$ cat config.mk
export PLATFORM = sky130hd
export DESIGN_NAME = fca_top
export DESIGN_NICKNAME = d
export VERILOG_FILES = /design/src/logic/fca_pkg.sv /design/src/logic/fca_sync.sv /design/src/logic/fca_timer.sv /design/src/logic/fca_top.sv
export SDC_FILE = /design/constraint.sdc
export NUM_CORES = 1
export LEC_CHECK = 0
export BUFFER_PORTS_ARGS = -buffer_cell sky130_fd_sc_hd__buf_4
export CAP_MARGIN = 10
export CORE_MARGIN = 10
export CORE_UTILIZATION = 50
export DETAILED_ROUTE_END_ITERATION = 7
export PLACE_DENSITY = 0.73
export SETUP_SLACK_MARGIN = 0.05
export SYNTH_ARGS = -nofsm -noshare
export SYNTH_HDL_FRONTEND = slang
export SYNTH_HIERARCHICAL = 1
export SYNTH_SLANG_ARGS = --single-unit
export TNS_END_PERCENT = 20
$ cat constraint.sdc
create_clock -name clk -period 19.8 [get_ports clk]
set_input_delay 3.96 -clock clk [delete_from_list [all_inputs] [get_ports clk]]
set_output_delay 3.96 -clock clk [all_outputs]
set_load 0.005 [all_outputs]
$ cat src/logic/fca_pkg.sv
// shared constants for the fault capture and alert block
package fca_pkg;
	// clock and timing
	localparam int CLK_HZ = 40_000_000;
	localparam int CYC_PER_US = CLK_HZ / 1_000_000;
	localparam int NVM_SHORT_US = 700;
	localparam int NVM_LONG_US = 1400;
	localparam int NVM_SHORT_CYC = NVM_SHORT_US * CYC_PER_US;
	localparam int NVM_LONG_CYC = NVM_LONG_US * CYC_PER_US;
	localparam int BCAST_NS = 1000;
	localparam int BCAST_CYC = (BCAST_NS * CYC_PER_US) / 1000;
	localparam int SEQ_STEP_US = 100;
	localparam int SEQ_STEP_CYC = SEQ_STEP_US * CYC_PER_US;
	localparam int SYNC_GUARD = 3;
	localparam int TMR_W = 16;
	////////////////////////////////////////////////////////////////
	// register offsets
	localparam logic [7:0] OFS_CTRL = 8'h00;
	localparam logic [7:0] OFS_FRESP = 8'h04;
	localparam logic [7:0] OFS_SEQPOS = 8'h08;
	localparam logic [7:0] OFS_CAPCMD = 8'h0c;
	localparam logic [7:0] OFS_CAPDATA = 8'h10;
	localparam logic [7:0] OFS_STATUS = 8'h14;
	localparam logic [7:0] OFS_IRQ_STAT = 8'h18;
	localparam logic [7:0] OFS_IRQ_MASK = 8'h1c;
	// control bit positions
	localparam int CTRL_RUN = 0;
	localparam int CTRL_CAP_EN = 1;
	localparam int CTRL_BCAST_EN = 2;
	localparam int CTRL_PEER_SHUT = 3;
	localparam int CTRL_RESTART = 4;
	localparam int CTRL_SHARE = 5;
	localparam int CTRL_BLOCK = 6;
	localparam int CTRL_W = 7;
	localparam logic [6:0] CTRL_RST = 7'h00;
	localparam logic [7:0] FRESP_RST = 8'hff;
	localparam logic [3:0] MASK_RST = 4'h0;
	// capture command values
	localparam logic [7:0] CMD_RECALL = 8'h01;
	localparam logic [7:0] CMD_STORE = 8'h02;
	// interrupt bit positions
	localparam int IRQ_LOCAL = 0;
	localparam int IRQ_PEER = 1;
	localparam int IRQ_NVM_DONE = 2;
	localparam int IRQ_REFUSED = 3;
	localparam int IRQ_W = 4;
	// capture record byte positions
	localparam int CAP_BYTES = 22;
	localparam int BYTE_VIN = 20;
	localparam int BYTE_VOUT = 18;
	localparam int BYTE_IAVG = 16;
	localparam int BYTE_IPEAK = 14;
	localparam int BYTE_DUTY = 12;
	localparam int BYTE_TINT = 10;
	localparam int BYTE_TEXT = 8;
	localparam int BYTE_FSW = 6;
	localparam int BYTE_ST_VOUT = 5;
	localparam int BYTE_ST_IOUT = 4;
	localparam int BYTE_ST_IN = 3;
	localparam int BYTE_ST_TEMP = 2;
	localparam int BYTE_ST_CML = 1;
	localparam int BYTE_ST_MFR = 0;
endpackage

$ cat src/logic/fca_sync.sv
`timescale 1ns/10ps
// two-flop synchroniser for pin inputs
module fca_sync #(
	parameter int W = 1
) (
	input wire logic clk,
	input wire logic reset,
	input wire logic [W-1:0] d,
	output logic [W-1:0] q
);
	logic [W-1:0] meta_r; // first stage, read only by q
	////////////////////////////////////////////////////////////////
	// both stages idle high, the bus level at rest
	always_ff @(posedge clk)
	begin
		if (reset)
		begin
			meta_r <= '1;
			q <= '1;
		end
		else
		begin
			meta_r <= d;
			q <= meta_r;
		end
	end
endmodule

$ cat src/logic/fca_timer.sv
`timescale 1ns/10ps
// one-shot down counter: busy for count cycles, then a done pulse
module fca_timer #(
	parameter int W = 16
) (
	input wire logic clk,
	input wire logic reset,
	input wire logic load,
	input wire logic [W-1:0] count,
	output logic busy,
	output logic done
);
	logic [W-1:0] cnt_r; // cycles left
	////////////////////////////////////////////////////////////////
	// load restarts the count; done fires as the last cycle ends
	always_ff @(posedge clk)
	begin
		if (reset)
		begin
			cnt_r <= '0;
			busy <= 1'b0;
			done <= 1'b0;
		end
		else if (load)
		begin
			cnt_r <= count;
			busy <= 1'b1;
			done <= 1'b0;
		end
		else
		begin
			cnt_r <= (cnt_r > 1) ? cnt_r - 1'b1 : '0;
			busy <= busy && (cnt_r > 1);
			done <= busy && (cnt_r <= 1);
		end
	end
endmodule

$ cat src/logic/fca_top.sv
`timescale 1ns/10ps
// Operation
// RULE1: capture runs only when enable bit one set
// RULE2: record readable in operation and after fault
// RULE3: host block-reads all 22 record bytes
// RULE4: two-byte values at bytes 21 down to 6
// RULE5: status bytes fill bytes 5 down to 0
// RULE6: command one copies stored record into ram
// RULE7: command two stores record, output disabled only
// RULE8: shutdown fault stores record automatically
// RULE9: retry faults never store the record
// RULE10: store lasts 700 or 1400 us
// RULE11: host recalls first, then reads record
// RULE12: alert line pulled low on fault
// RULE13: host queries alert response address; no such address here, the host reads OFS_IRQ_STAT for the alert source
// RULE14: alert stays low until faults cleared
// RULE15: shutdown fault drops output and broadcasts
// RULE16: peer fault shuts down, restarts in order
// RULE17: share rail broadcasts only when all failed
// RULE18: share rail members restart together
// RULE19: capture disabled blocks stores and commands
module fca_top #(
	parameter int NF = 8,
	parameter int NVM_SHORT_CYC = fca_pkg::NVM_SHORT_CYC,
	parameter int NVM_LONG_CYC = fca_pkg::NVM_LONG_CYC,
	parameter int SEQ_STEP_CYC = fca_pkg::SEQ_STEP_CYC
) (
	input wire logic clk,
	input wire logic reset,
	input wire logic [7:0] reg_addr,
	input wire logic [31:0] reg_wdata,
	input wire logic reg_wr,
	input wire logic reg_rd,
	output logic [31:0] reg_rdata,
	input wire logic [NF-1:0] fault_req,
	input wire logic rail_others_up,
	input wire logic [15:0] mon_vin,
	input wire logic [15:0] mon_vout,
	input wire logic [15:0] mon_iavg,
	input wire logic [15:0] mon_ipeak,
	input wire logic [15:0] mon_duty,
	input wire logic [15:0] mon_tint,
	input wire logic [15:0] mon_text,
	input wire logic [15:0] mon_fsw,
	input wire logic [7:0] mon_st_vout,
	input wire logic [7:0] mon_st_iout,
	input wire logic [7:0] mon_st_in,
	input wire logic [7:0] mon_st_temp,
	input wire logic [7:0] mon_st_cml,
	input wire logic [7:0] mon_st_mfr,
	input wire logic interdevice_bus_in,
	output logic interdevice_bus_out,
	output logic interdevice_bus_oe_n,
	output logic fault_alert_line_out,
	output logic fault_alert_line_oe_n,
	output logic out_enable,
	output logic irq
);
	localparam int NB = fca_pkg::CAP_BYTES;
	localparam int BW = fca_pkg::TMR_W;
	localparam logic [BW-1:0] BC_WIN = BW'(fca_pkg::BCAST_CYC + fca_pkg::SYNC_GUARD);
	localparam logic [BW-1:0] BC_GUARD = BW'(fca_pkg::SYNC_GUARD);
	localparam logic [4:0] LAST_BYTE = 5'(NB - 1);
	////////////////////////////////////////////////////////////////
	// registers
	logic [fca_pkg::CTRL_W-1:0] ctrl_r; // control bits
	logic [NF-1:0] fresp_r; // 1: shutdown response, 0: retry
	logic [2:0] seqpos_r; // sequencing position
	logic [fca_pkg::IRQ_W-1:0] irq_stat_r; // sticky events
	logic [fca_pkg::IRQ_W-1:0] irq_mask_r; // event enables
	logic [NF-1:0] fault_prev_r; // last fault levels
	logic shut_r; // output shut by a fault
	logic frozen_r; // ram record held
	logic bc_pend_r; // rail broadcast waiting
	logic [BW-1:0] bc_cnt_r; // broadcast window
	logic ddc_prev_r; // previous synced bus level
	logic rst_armed_r; // restart timer started
	logic [4:0] rd_ptr_r; // block read byte pointer
	logic [7:0] ram_r [NB]; // live capture record
	logic [7:0] nvm_r [NB]; // non-volatile copy
	logic [fca_pkg::IRQ_W-1:0] irq_stat_nxt;
	logic [31:0] rd_mux;
	logic [8*NB-1:0] live_w;
	////////////////////////////////////////////////////////////////
	// decode and event wires
	wire ctrl_run = ctrl_r[fca_pkg::CTRL_RUN];
	wire cap_en = ctrl_r[fca_pkg::CTRL_CAP_EN];
	wire bcast_en = ctrl_r[fca_pkg::CTRL_BCAST_EN];
	wire peer_shut_en = ctrl_r[fca_pkg::CTRL_PEER_SHUT];
	wire restart_en = ctrl_r[fca_pkg::CTRL_RESTART];
	wire share_member = ctrl_r[fca_pkg::CTRL_SHARE];
	wire block_mode = ctrl_r[fca_pkg::CTRL_BLOCK];
	wire wr_ctrl = reg_wr && (reg_addr == fca_pkg::OFS_CTRL);
	wire wr_fresp = reg_wr && (reg_addr == fca_pkg::OFS_FRESP);
	wire wr_seq = reg_wr && (reg_addr == fca_pkg::OFS_SEQPOS);
	wire wr_cmd = reg_wr && (reg_addr == fca_pkg::OFS_CAPCMD);
	wire wr_stat = reg_wr && (reg_addr == fca_pkg::OFS_IRQ_STAT);
	wire wr_mask = reg_wr && (reg_addr == fca_pkg::OFS_IRQ_MASK);
	wire rd_data = reg_rd && (reg_addr == fca_pkg::OFS_CAPDATA);
	wire [NF-1:0] fault_new = fault_req & ~fault_prev_r;
	wire local_shut = |(fault_new & fresp_r);
	wire nvm_busy;
	wire nvm_done;
	wire rst_busy;
	wire rst_done;
	wire ddc_s;
	wire blk_busy = (rd_ptr_r != 5'h00);
	wire cmd_recall = wr_cmd && cap_en && (reg_wdata[7:0] == fca_pkg::CMD_RECALL)
		&& !nvm_busy; // RULE6 RULE19
	wire cmd_store = wr_cmd && (reg_wdata[7:0] == fca_pkg::CMD_STORE);
	wire store_ok = cmd_store && cap_en && !out_enable && !nvm_busy; // RULE7 RULE19
	wire store_refused = cmd_store && cap_en && !store_ok;
	wire auto_store = local_shut && cap_en && !nvm_busy; // RULE8 RULE9 RULE19
	wire nvm_go = store_ok || auto_store;
	wire [BW-1:0] nvm_len = block_mode ? BW'(NVM_LONG_CYC) : BW'(NVM_SHORT_CYC); // RULE10
	wire bc_idle = (bc_cnt_r == '0);
	wire rail_down = !share_member || !rail_others_up; // RULE17
	wire bcast_go = bcast_en && (local_shut || bc_pend_r) && rail_down && bc_idle; // RULE15
	wire peer_ev = ddc_prev_r && !ddc_s && bc_idle;
	wire peer_shut = peer_ev && peer_shut_en; // RULE16
	// own broadcast window must be over before a restart may start
	wire rst_go = shut_r && restart_en && !rst_armed_r && !(|fault_req) && ddc_s
		&& bc_idle; // RULE18
	wire [BW-1:0] rst_len = share_member ? BW'(1)
		: BW'((int'(seqpos_r) + 1) * SEQ_STEP_CYC); // RULE16 RULE18
	wire live_upd = cap_en && !frozen_r && !nvm_busy && !blk_busy; // RULE1
	wire [fca_pkg::IRQ_W-1:0] irq_set = {store_refused, nvm_done, peer_ev, |fault_new};
	// mask as it stands after this edge, so the alert never lags a mask write
	wire [fca_pkg::IRQ_W-1:0] irq_mask_nxt = wr_mask ? reg_wdata[fca_pkg::IRQ_W-1:0]
		: irq_mask_r;
	////////////////////////////////////////////////////////////////
	// live record layout
	assign live_w[fca_pkg::BYTE_VIN*8 +: 16] = mon_vin; // RULE4
	assign live_w[fca_pkg::BYTE_VOUT*8 +: 16] = mon_vout;
	assign live_w[fca_pkg::BYTE_IAVG*8 +: 16] = mon_iavg;
	assign live_w[fca_pkg::BYTE_IPEAK*8 +: 16] = mon_ipeak;
	assign live_w[fca_pkg::BYTE_DUTY*8 +: 16] = mon_duty;
	assign live_w[fca_pkg::BYTE_TINT*8 +: 16] = mon_tint;
	assign live_w[fca_pkg::BYTE_TEXT*8 +: 16] = mon_text;
	assign live_w[fca_pkg::BYTE_FSW*8 +: 16] = mon_fsw;
	assign live_w[fca_pkg::BYTE_ST_VOUT*8 +: 8] = mon_st_vout; // RULE5
	assign live_w[fca_pkg::BYTE_ST_IOUT*8 +: 8] = mon_st_iout;
	assign live_w[fca_pkg::BYTE_ST_IN*8 +: 8] = mon_st_in;
	assign live_w[fca_pkg::BYTE_ST_TEMP*8 +: 8] = mon_st_temp;
	assign live_w[fca_pkg::BYTE_ST_CML*8 +: 8] = mon_st_cml;
	assign live_w[fca_pkg::BYTE_ST_MFR*8 +: 8] = mon_st_mfr;
	// set wins over write-one-to-clear
	assign irq_stat_nxt = (irq_stat_r & ~(wr_stat ? reg_wdata[fca_pkg::IRQ_W-1:0] : '0))
		| irq_set;
	////////////////////////////////////////////////////////////////
	// read mux; unmapped offsets read zero
	always_comb
	begin
		rd_mux = 32'h0000_0000;
		unique case (reg_addr)
			fca_pkg::OFS_CTRL: rd_mux = 32'(ctrl_r);
			fca_pkg::OFS_FRESP: rd_mux = 32'(fresp_r);
			fca_pkg::OFS_SEQPOS: rd_mux = 32'(seqpos_r);
			fca_pkg::OFS_CAPDATA: rd_mux = 32'(ram_r[rd_ptr_r]); // RULE2 RULE3
			fca_pkg::OFS_STATUS: rd_mux = 32'({frozen_r, blk_busy, nvm_busy, shut_r, out_enable});
			fca_pkg::OFS_IRQ_STAT: rd_mux = 32'(irq_stat_r);
			fca_pkg::OFS_IRQ_MASK: rd_mux = 32'(irq_mask_r);
			default: rd_mux = 32'h0000_0000;
		endcase
	end
	////////////////////////////////////////////////////////////////
	// pin synchroniser and timers
	fca_sync #(.W(1)) u_ddc_sync (
		.clk(clk),
		.reset(reset),
		.d(interdevice_bus_in),
		.q(ddc_s)
	);
	fca_timer #(.W(BW)) u_nvm_tmr (
		.clk(clk),
		.reset(reset),
		.load(nvm_go),
		.count(nvm_len),
		.busy(nvm_busy),
		.done(nvm_done)
	);
	fca_timer #(.W(BW)) u_rst_tmr (
		.clk(clk),
		.reset(reset),
		.load(rst_go),
		.count(rst_len),
		.busy(rst_busy),
		.done(rst_done)
	);
	////////////////////////////////////////////////////////////////
	// software registers and bus answer
	always_ff @(posedge clk)
	begin
		if (reset)
		begin
			ctrl_r <= fca_pkg::CTRL_RST;
			fresp_r <= NF'(fca_pkg::FRESP_RST);
			seqpos_r <= 3'h0;
			irq_stat_r <= '0;
			irq_mask_r <= fca_pkg::MASK_RST;
			reg_rdata <= 32'h0000_0000;
		end
		else
		begin
			if (wr_ctrl)
				ctrl_r <= reg_wdata[fca_pkg::CTRL_W-1:0];
			if (wr_fresp)
				fresp_r <= reg_wdata[NF-1:0];
			if (wr_seq)
				seqpos_r <= reg_wdata[2:0];
			if (wr_mask)
				irq_mask_r <= reg_wdata[fca_pkg::IRQ_W-1:0];
			irq_stat_r <= irq_stat_nxt;
			reg_rdata <= reg_rd ? rd_mux : 32'h0000_0000;
		end
	end
	////////////////////////////////////////////////////////////////
	// fault, shutdown, broadcast and restart control
	always_ff @(posedge clk)
	begin
		if (reset)
		begin
			fault_prev_r <= '0;
			shut_r <= 1'b0;
			bc_pend_r <= 1'b0;
			bc_cnt_r <= '0;
			ddc_prev_r <= 1'b1;
			rst_armed_r <= 1'b0;
			out_enable <= 1'b0;
			interdevice_bus_out <= 1'b0;
			interdevice_bus_oe_n <= 1'b1;
			fault_alert_line_out <= 1'b0;
			fault_alert_line_oe_n <= 1'b1;
			irq <= 1'b0;
		end
		else
		begin
			fault_prev_r <= fault_req;
			ddc_prev_r <= ddc_s;
			// shutdown wins over a restart in the same cycle
			if (local_shut || peer_shut)
				shut_r <= 1'b1; // RULE15 RULE16
			else if (rst_done)
				shut_r <= 1'b0; // RULE18
			rst_armed_r <= rst_go || (rst_armed_r && !(local_shut || peer_shut));
			// rail member waits for the rest of the rail
			bc_pend_r <= bcast_en && (local_shut || (bc_pend_r && shut_r)) && !bcast_go; // RULE17
			if (bcast_go)
				bc_cnt_r <= BC_WIN;
			else if (!bc_idle)
				bc_cnt_r <= bc_cnt_r - 1'b1;
			interdevice_bus_oe_n <= !(bcast_go || (bc_cnt_r > BC_GUARD + 1)); // RULE15
			out_enable <= ctrl_run && !(shut_r || local_shut || peer_shut);
			fault_alert_line_oe_n <= !(|(irq_stat_nxt & irq_mask_nxt)); // RULE12 RULE14
			irq <= |(irq_stat_nxt & irq_mask_nxt);
		end
	end
	////////////////////////////////////////////////////////////////
	// capture record freeze and block read pointer
	always_ff @(posedge clk)
	begin
		if (reset)
		begin
			frozen_r <= 1'b0;
			rd_ptr_r <= 5'h00;
		end
		else
		begin
			if (local_shut || cmd_recall)
				frozen_r <= 1'b1; // RULE6 RULE8
			else if (ctrl_run && !out_enable && !shut_r)
				frozen_r <= 1'b0;
			if (rd_data)
				rd_ptr_r <= (rd_ptr_r == LAST_BYTE) ? 5'h00 : rd_ptr_r + 1'b1; // RULE3
		end
	end
	////////////////////////////////////////////////////////////////
	// per-byte record storage in ram and non-volatile copy
	for (genvar i = 0; i < NB; i++)
	begin : g_rec
		always_ff @(posedge clk)
		begin
			if (reset)
			begin
				ram_r[i] <= 8'h00;
				nvm_r[i] <= 8'h00;
			end
			else
			begin
				if (cmd_recall)
					ram_r[i] <= nvm_r[i]; // RULE6
				else if (live_upd)
					ram_r[i] <= live_w[i*8 +: 8]; // RULE1
				if (nvm_done)
					nvm_r[i] <= ram_r[i]; // RULE7 RULE8
			end
		end
	end
	////////////////////////////////////////////////////////////////
	// checks
	int nvm_cyc; // length of the current store
	always_ff @(posedge clk)
	begin
		if (reset || nvm_go)
			nvm_cyc <= 0;
		else if (nvm_busy)
			nvm_cyc <= nvm_cyc + 1;
	end
	property p_cap_off;
		@(posedge clk) disable iff (reset)
		!cap_en && (wr_cmd || local_shut) |=> !$rose(nvm_busy);
	endproperty
	a_cap_off: assert property (p_cap_off) else $error("store while capture off"); // RULE1 RULE19
	property p_store_enabled;
		@(posedge clk) disable iff (reset)
		cmd_store && out_enable && !local_shut |=> !$rose(nvm_busy);
	endproperty
	a_store_enabled: assert property (p_store_enabled) else $error("store while enabled"); // RULE7
	property p_auto_store;
		@(posedge clk) disable iff (reset)
		local_shut && cap_en && !nvm_busy |=> nvm_busy ##1 frozen_r;
	endproperty
	a_auto_store: assert property (p_auto_store) else $error("no store on shutdown"); // RULE8
	property p_retry_no_store;
		@(posedge clk) disable iff (reset)
		(|fault_new) && !local_shut && !wr_cmd |=> !$rose(nvm_busy);
	endproperty
	a_retry_no_store: assert property (p_retry_no_store) else $error("store on retry"); // RULE9
	property p_store_len;
		@(posedge clk) disable iff (reset)
		$fell(nvm_busy) |-> (nvm_cyc == NVM_SHORT_CYC || nvm_cyc == NVM_LONG_CYC);
	endproperty
	a_store_len: assert property (p_store_len) else $error("store length wrong"); // RULE10
	property p_recall;
		@(posedge clk) disable iff (reset)
		cmd_recall |=> ram_r[0] == $past(nvm_r[0]) && frozen_r;
	endproperty
	a_recall: assert property (p_recall) else $error("recall did not copy"); // RULE6
	property p_read_wrap;
		@(posedge clk) disable iff (reset)
		rd_data && rd_ptr_r == LAST_BYTE |=> rd_ptr_r == 5'h00;
	endproperty
	a_read_wrap: assert property (p_read_wrap) else $error("block read length"); // RULE3
	property p_alert;
		@(posedge clk) disable iff (reset)
		(|fault_new) && irq_mask_nxt[fca_pkg::IRQ_LOCAL] |=> !fault_alert_line_oe_n;
	endproperty
	a_alert: assert property (p_alert) else $error("alert not driven"); // RULE12
	property p_alert_hold;
		@(posedge clk) disable iff (reset)
		!fault_alert_line_oe_n && !wr_stat && !wr_mask |=> !fault_alert_line_oe_n;
	endproperty
	a_alert_hold: assert property (p_alert_hold) else $error("alert released early"); // RULE14
	property p_bcast;
		@(posedge clk) disable iff (reset)
		bcast_go |=> !interdevice_bus_oe_n && !out_enable;
	endproperty
	a_bcast: assert property (p_bcast) else $error("no broadcast"); // RULE15
	property p_rail_hold;
		@(posedge clk) disable iff (reset)
		local_shut && share_member && rail_others_up && bc_idle |=> interdevice_bus_oe_n;
	endproperty
	a_rail_hold: assert property (p_rail_hold) else $error("rail broadcast early"); // RULE17
	property p_peer;
		@(posedge clk) disable iff (reset)
		peer_shut |=> !out_enable && shut_r;
	endproperty
	a_peer: assert property (p_peer) else $error("peer shutdown missed"); // RULE16
	property p_rail_restart;
		@(posedge clk) disable iff (reset)
		rst_go && share_member |=> ##1 rst_done;
	endproperty
	a_rail_restart: assert property (p_rail_restart) else $error("rail restart late"); // RULE18
endmodule

After elaboration in Yosys (flattened, before gate mapping)
Memories as Yosys holds them, arrays and structs flattened. A register that Yosys moved wholly into a read port is not among the register bits.
Index checks and enable logic that the tools add are counted.
- register bits after elaboration: 134
- bits in writable memories: 352
- input port bits: 230
- output and inout bits: 38
- memories: 2
- add/subtract/negate cells: 5
- multipliers: 1
- order comparisons: 5
- eq/ne operators: 11
- multiplexer cells: 98
- bitwise logic cells: 74
- reductions and logical operators: 81
- memory list (name ; words ; width ; rd ports ; clocked after Yosys merged registers in ; wr ports ; RTL line ; RTL):
    nvm_r ; 22 ; 8 ; 22 ; 0 ; 22 ; fca_top.sv:80 ; logic [7:0] nvm_r [NB];
    ram_r ; 22 ; 8 ; 23 ; 1 ; 22 ; fca_top.sv:79 ; logic [7:0] ram_r [NB];
- operator list (kind ; number):
    two-way mux 8 bit ; 66
    two-way mux 16 bit ; 6
    OR 1 bit ; 66
    case mux 8 bit (7 select lines) ; 1
    subtractor 16 x 1 -> 16 bit, second input constant ; 3
    logical AND 1 bit ; 42
    == test 8 x 5 -> 1 bit, second input constant ; 4
    greater-than comparator 16 x 1 -> 1 bit, second input constant ; 2
    <= comparator 16 x 1 -> 1 bit, second input constant ; 2
    OR reduction 8 bit ; 3
    two-way mux 1 bit ; 18
    AND 8 bit ; 2
    == test 8 x 4 -> 1 bit, second input constant ; 2
    greater-than comparator 16 x 3 -> 1 bit, second input constant ; 1
    zero test 1 bit ; 16
    zero test 16 bit ; 1
    two-way mux 5 bit ; 3
    two-way mux 6 bit ; 2
    multiplier 4 x 7 -> 11 bit, second input constant ; 1
    logical OR 1 bit ; 10
    AND 4 bit ; 2
    == test 8 x 1 -> 1 bit, second input constant ; 1
    == test 8 x 2 -> 1 bit, second input constant ; 1
    == test 8 x 3 -> 1 bit, second input constant ; 1
    other kinds (14) ; 19

Logic depth before layout (Yosys ltp)
- depth in word-level cells: 12
- gate-level depth with buffers: 15
- mapped depth without buffers: 15

By module
The synthesis kept the hierarchy.
- modules (own cells, without submodules) (module ; times used ; cells an instance ; area an instance (µm²) ; seq. area each (µm²)):
    fca_top ; 1 ; 1359 ; 19262.2 ; 12111.6
    fca_timer (u_nvm_tmr) ; 1 ; 111 ; 1023.5 ; 360.3
    fca_timer (u_rst_tmr) ; 1 ; 105 ; 977.2 ; 360.3
    fca_sync ; 1 ; 4 ; 52.6 ; 40.0

Least setup slack after synthesis
No wires, ideal clock.
- kind: input -> register
- start point: input reg_addr[3]
- end point: memory ram_r[0][0], enable pin
- setup time: 1.798 ns
- data arrival time: 8.470 ns
- data required time: 18.002 ns
- path slack: 9.531 ns
- stages: 7
- buffers on the path: 2
- path through: clkbuf_1 -> and3_1 -> nand4_1 -> or2_1 -> or4b_1 -> buf_2 -> nand3_1
- RTL lines (item ; RTL line ; RTL):
    start: declaration ; fca_top.sv:30 ; input wire logic [7:0] reg_addr,
    end: declaration ; fca_top.sv:79 ;

==> impl_results.md <==
* Run status: complete, no violations
* Fin cells at 2354
* Site Rows at 75
* Post-synth EDFFs at 352
* GP Congestion at 0.901
* DP Worst Slack at 11320 ps
* Share of synthesized registers carrying an async set or reset at 0
* Layout Utilization at 0.585
* Vias after detailed routing at 13.7k
* Die height at 226 microns
* Area Growth Syn to Fin at 15.5%
* Seq pwr share at 0.486
* Unrepaired setup endpoints after global routing: false
* Via/cell ratio at 5.84
* Gr usage total at 0.209
* Reg2Reg Depth at 7
* CTS tree: done
* Gate power share at 0.161
* Hold path depth at 1
* Largest net degree at the start of global routing at 169
* Initial antenna violation count at 1
* WHS at 411 ps
* CTS clk-pin slew, worst paths at 60 ps
* Crit Path Category: in -> reg
* Routed WL at 53.9 mm
* CP Data Required Time at 20000 ps
* Most common cell after layout, fill and taps aside: edfxtp_1
* Max FO, Critical Path at 80
* Crit. End Element: register
* Antenna-violating nets left at 0
* Pwr dens at 98.8 mW/mm^2
* Hold EP: u_ddc_sync/q
* IO buf count at 217
* Fin Setup TNS at 0 ps
* Period minus WS final at 7950 ps
* Clock Sink Count at 467
* Full die area at 0.0513 sq mm
* Final worst slack at 11850 ps
* Core area at 0.0420 sq mm
* HP Start: u_ddc_sync/meta_r
* Switching pwr at 667 uW
* Final instance area at 0.0246 sq mm
* Synth Register Bits at 467
* Setup violators final at 0
* Ys Warns at 6
* Cts repair resizes at 0
* Slew headroom at 0.256
* Die X at 226 microns
* FF-to-FF End: ram_r[17][1]
* Post-DP HPWL at 35.0 mm
* Worst R2R Setup Slack at 15320 ps
* Maxcap violations at 0
* First-pass GRT wire length at 82.8 mm
* Grt ovf at 0
* CP cell instances: buf_4, nor2_1, nand2_2, or2_1, or4b_1, nand3_4, buf_4, buf_4
* Synth unique cells at 78
* Worst Tran Pin Value at 1120 ps
* Clock share of power at 0.353
* Max Freq at 0.126 GHz
* First DRT Iteration DRCs at 1231
* Most frequent CP cell: buf_4
* Endpoints failing hold at 0
* Placed insts at 2265
* Mean Syn Cell Area at 13.5 sq um
* Main synth FF type: edfxtp_1
* Post-synthesis sequential area ratio at 0.604
* Dpl cell area at 0.0232 sq mm
* CTS Buffer Depth at 3
* CP max stage cell: buf_4
* Switching part of the total power at 0.274
* Share of layout cells above drive strength 1 at 0.217
* Gate Count Post-Synth at 1579
* Internal power at 1.76 mW
* Postcts setup bufs at 0
* Routed length per instance at 22.9 microns
* IO Pins at 268
* Vias in the first global route at 14.0k
* Pleak at 9.44 nW
* Clock skew at 22.3 ps
* Max VDD drop at 0.0608 mV
* Num CTS Buffers at 48
* Slew Limit Fails at 0
* Crit path launch type: input port
* Clock latency on the worst-skew pair at 600 ps
* Fin crit share at 0.402
* CP peak stage delay at 940 ps
* Root Driver: clkbuf_16
* DR pass1 iterations at 6
* Power, Total at 2.43 mW
* Hold WC Path Type: reg -> reg
* Number of remaining DRC errors at 0
* Initial Util at 0.507
* Reg2Reg Launch Point: rd_ptr_r[1]
* CTS Hold Bufs at 0
* WP data arrival at 8150 ps
* Syn Std Cell Area at 0.0213 sq mm
* Fin nets at 2037
* Most frequent cells in the layout: edfxtp_1 (352), buf_4 (229), and2_1 (179), a22o_1 (177), dfxtp_1 (113)
* CTS H-tree depth at 2
Yosys cell counts (6+ instances only):
cell type  number  area share
nor4_4          6      0.0060
nor2b_1        11      0.0032
o22ai_1         9      0.0026
nor3_1          8      0.0019
nor2_1         89       0.016
xor2_1         34       0.014
xnor2_1        14      0.0058
o21ai_2        10      0.0041
clkbuf_1       40      0.0070
o21ai_1         8      0.0019
dfxtp_1       115        0.11
buf_6          16      0.0085
fa_1            7      0.0066
buf_4          37       0.013
nand2b_1        6      0.0018
inv_1          35      0.0062
a22o_1        177       0.073
nand3b_1       12      0.0042
nor4b_1         6      0.0025
ha_1           23       0.014
nor4_1          7      0.0021
nand3_1        19      0.0045
mux4_2         47       0.050
mux2i_1        40       0.019
o211ai_1        8      0.0028
buf_1           7      0.0012
a21o_1          6      0.0021
and3_1          9      0.0026
nand2_1        81       0.014
nand4_1        13      0.0038
and2_1        179       0.053
edfxtp_1      352        0.50
buf_2          17      0.0040
a21oi_1        30      0.0070
o21ai_0        22      0.0052
worst max-delay path by stage:
stage	startpoint	endpoint	slack, ps
6_report	reg_addr[1]	ram_r[17][1]	11850
3_3_place_gp	reg_addr[1]	ram_r[21][1]	11380
2_1_floorplan	reg_addr[3]	ram_r[0][0]	9530
5_1_grt	reg_addr[1]	ram_r[17][1]	11620
4_1_cts	reg_addr[1]	ram_r[20][4]	11970
3_5_place_dp	reg_addr[1]	ram_r[21][1]	11320
metal layers:
layer	wire length (microns)	GRT usage	vias to the layer above
li1	-	-	6252
met4	1290	0.0580	0
met3	3560	0.0421	87
met5	0	0	-
met1	23500	0.286	6879
met2	25600	0.332	531
critical path: cells and delay by family:
| kind | cells | cell delay [ps] |
|---|---|---|
| and+or+nand+nor | 5 | 2350 |
| buffers and inverters | 3 | 1720 |
power groups by stage:
stage | sequential, mW | clock (mW) | combinational (mW)
after floorplan | 1.19 | 0 | 0.295
after global placement | 1.20 | 0 | 0.373
after detailed placement | 1.20 | 0 | 0.388
after CTS | 1.18 | 0.873 | 0.391
after global routing | 1.19 | 0.917 | 0.432
final | 1.18 | 0.858 | 0.391
area by class of cell:
type / instances / area, sq um
Clock inverter: 30 / 218
Multi-Input combinational cell: 993 / 7730
Sequential cell: 467 / 12900
Antenna cell: 1 / 2.50
Timing Repair Buffer: 230 / 1740
Clock buffer: 57 / 1230
Fill cell: 3282 / 17400
Inverter: 37 / 139
Tap cell: 539 / 674
kinds of logic after synthesis:
logic type / share of synthesized area
AO/OA/AOI/OAI: 0.112
XOR/XNOR: 0.0197
adder cells (fa/ha/maj): 0.0201
buffers and inverters: 0.0412
flip-flops: 0.604
multiplexers: 0.0711
other: 0.000352
AND/OR/NAND/NOR: 0.132
flip-flops by register name, summed over array words and instances, names as in the netlist, 3 cells and up, named ones only:
register         count
bc_cnt_r            16
ctrl_r               7
fault_prev_r         8
fresp_r              8
irq_mask_r           4
irq_stat_r           4
nvm_r              176
ram_r              176
rd_ptr_r             5
reg_rdata            8
seqpos_r             3
u_nvm_tmr/cnt_r     16
u_rst_tmr/cnt_r     16
(Power assumes the default switching activity.)
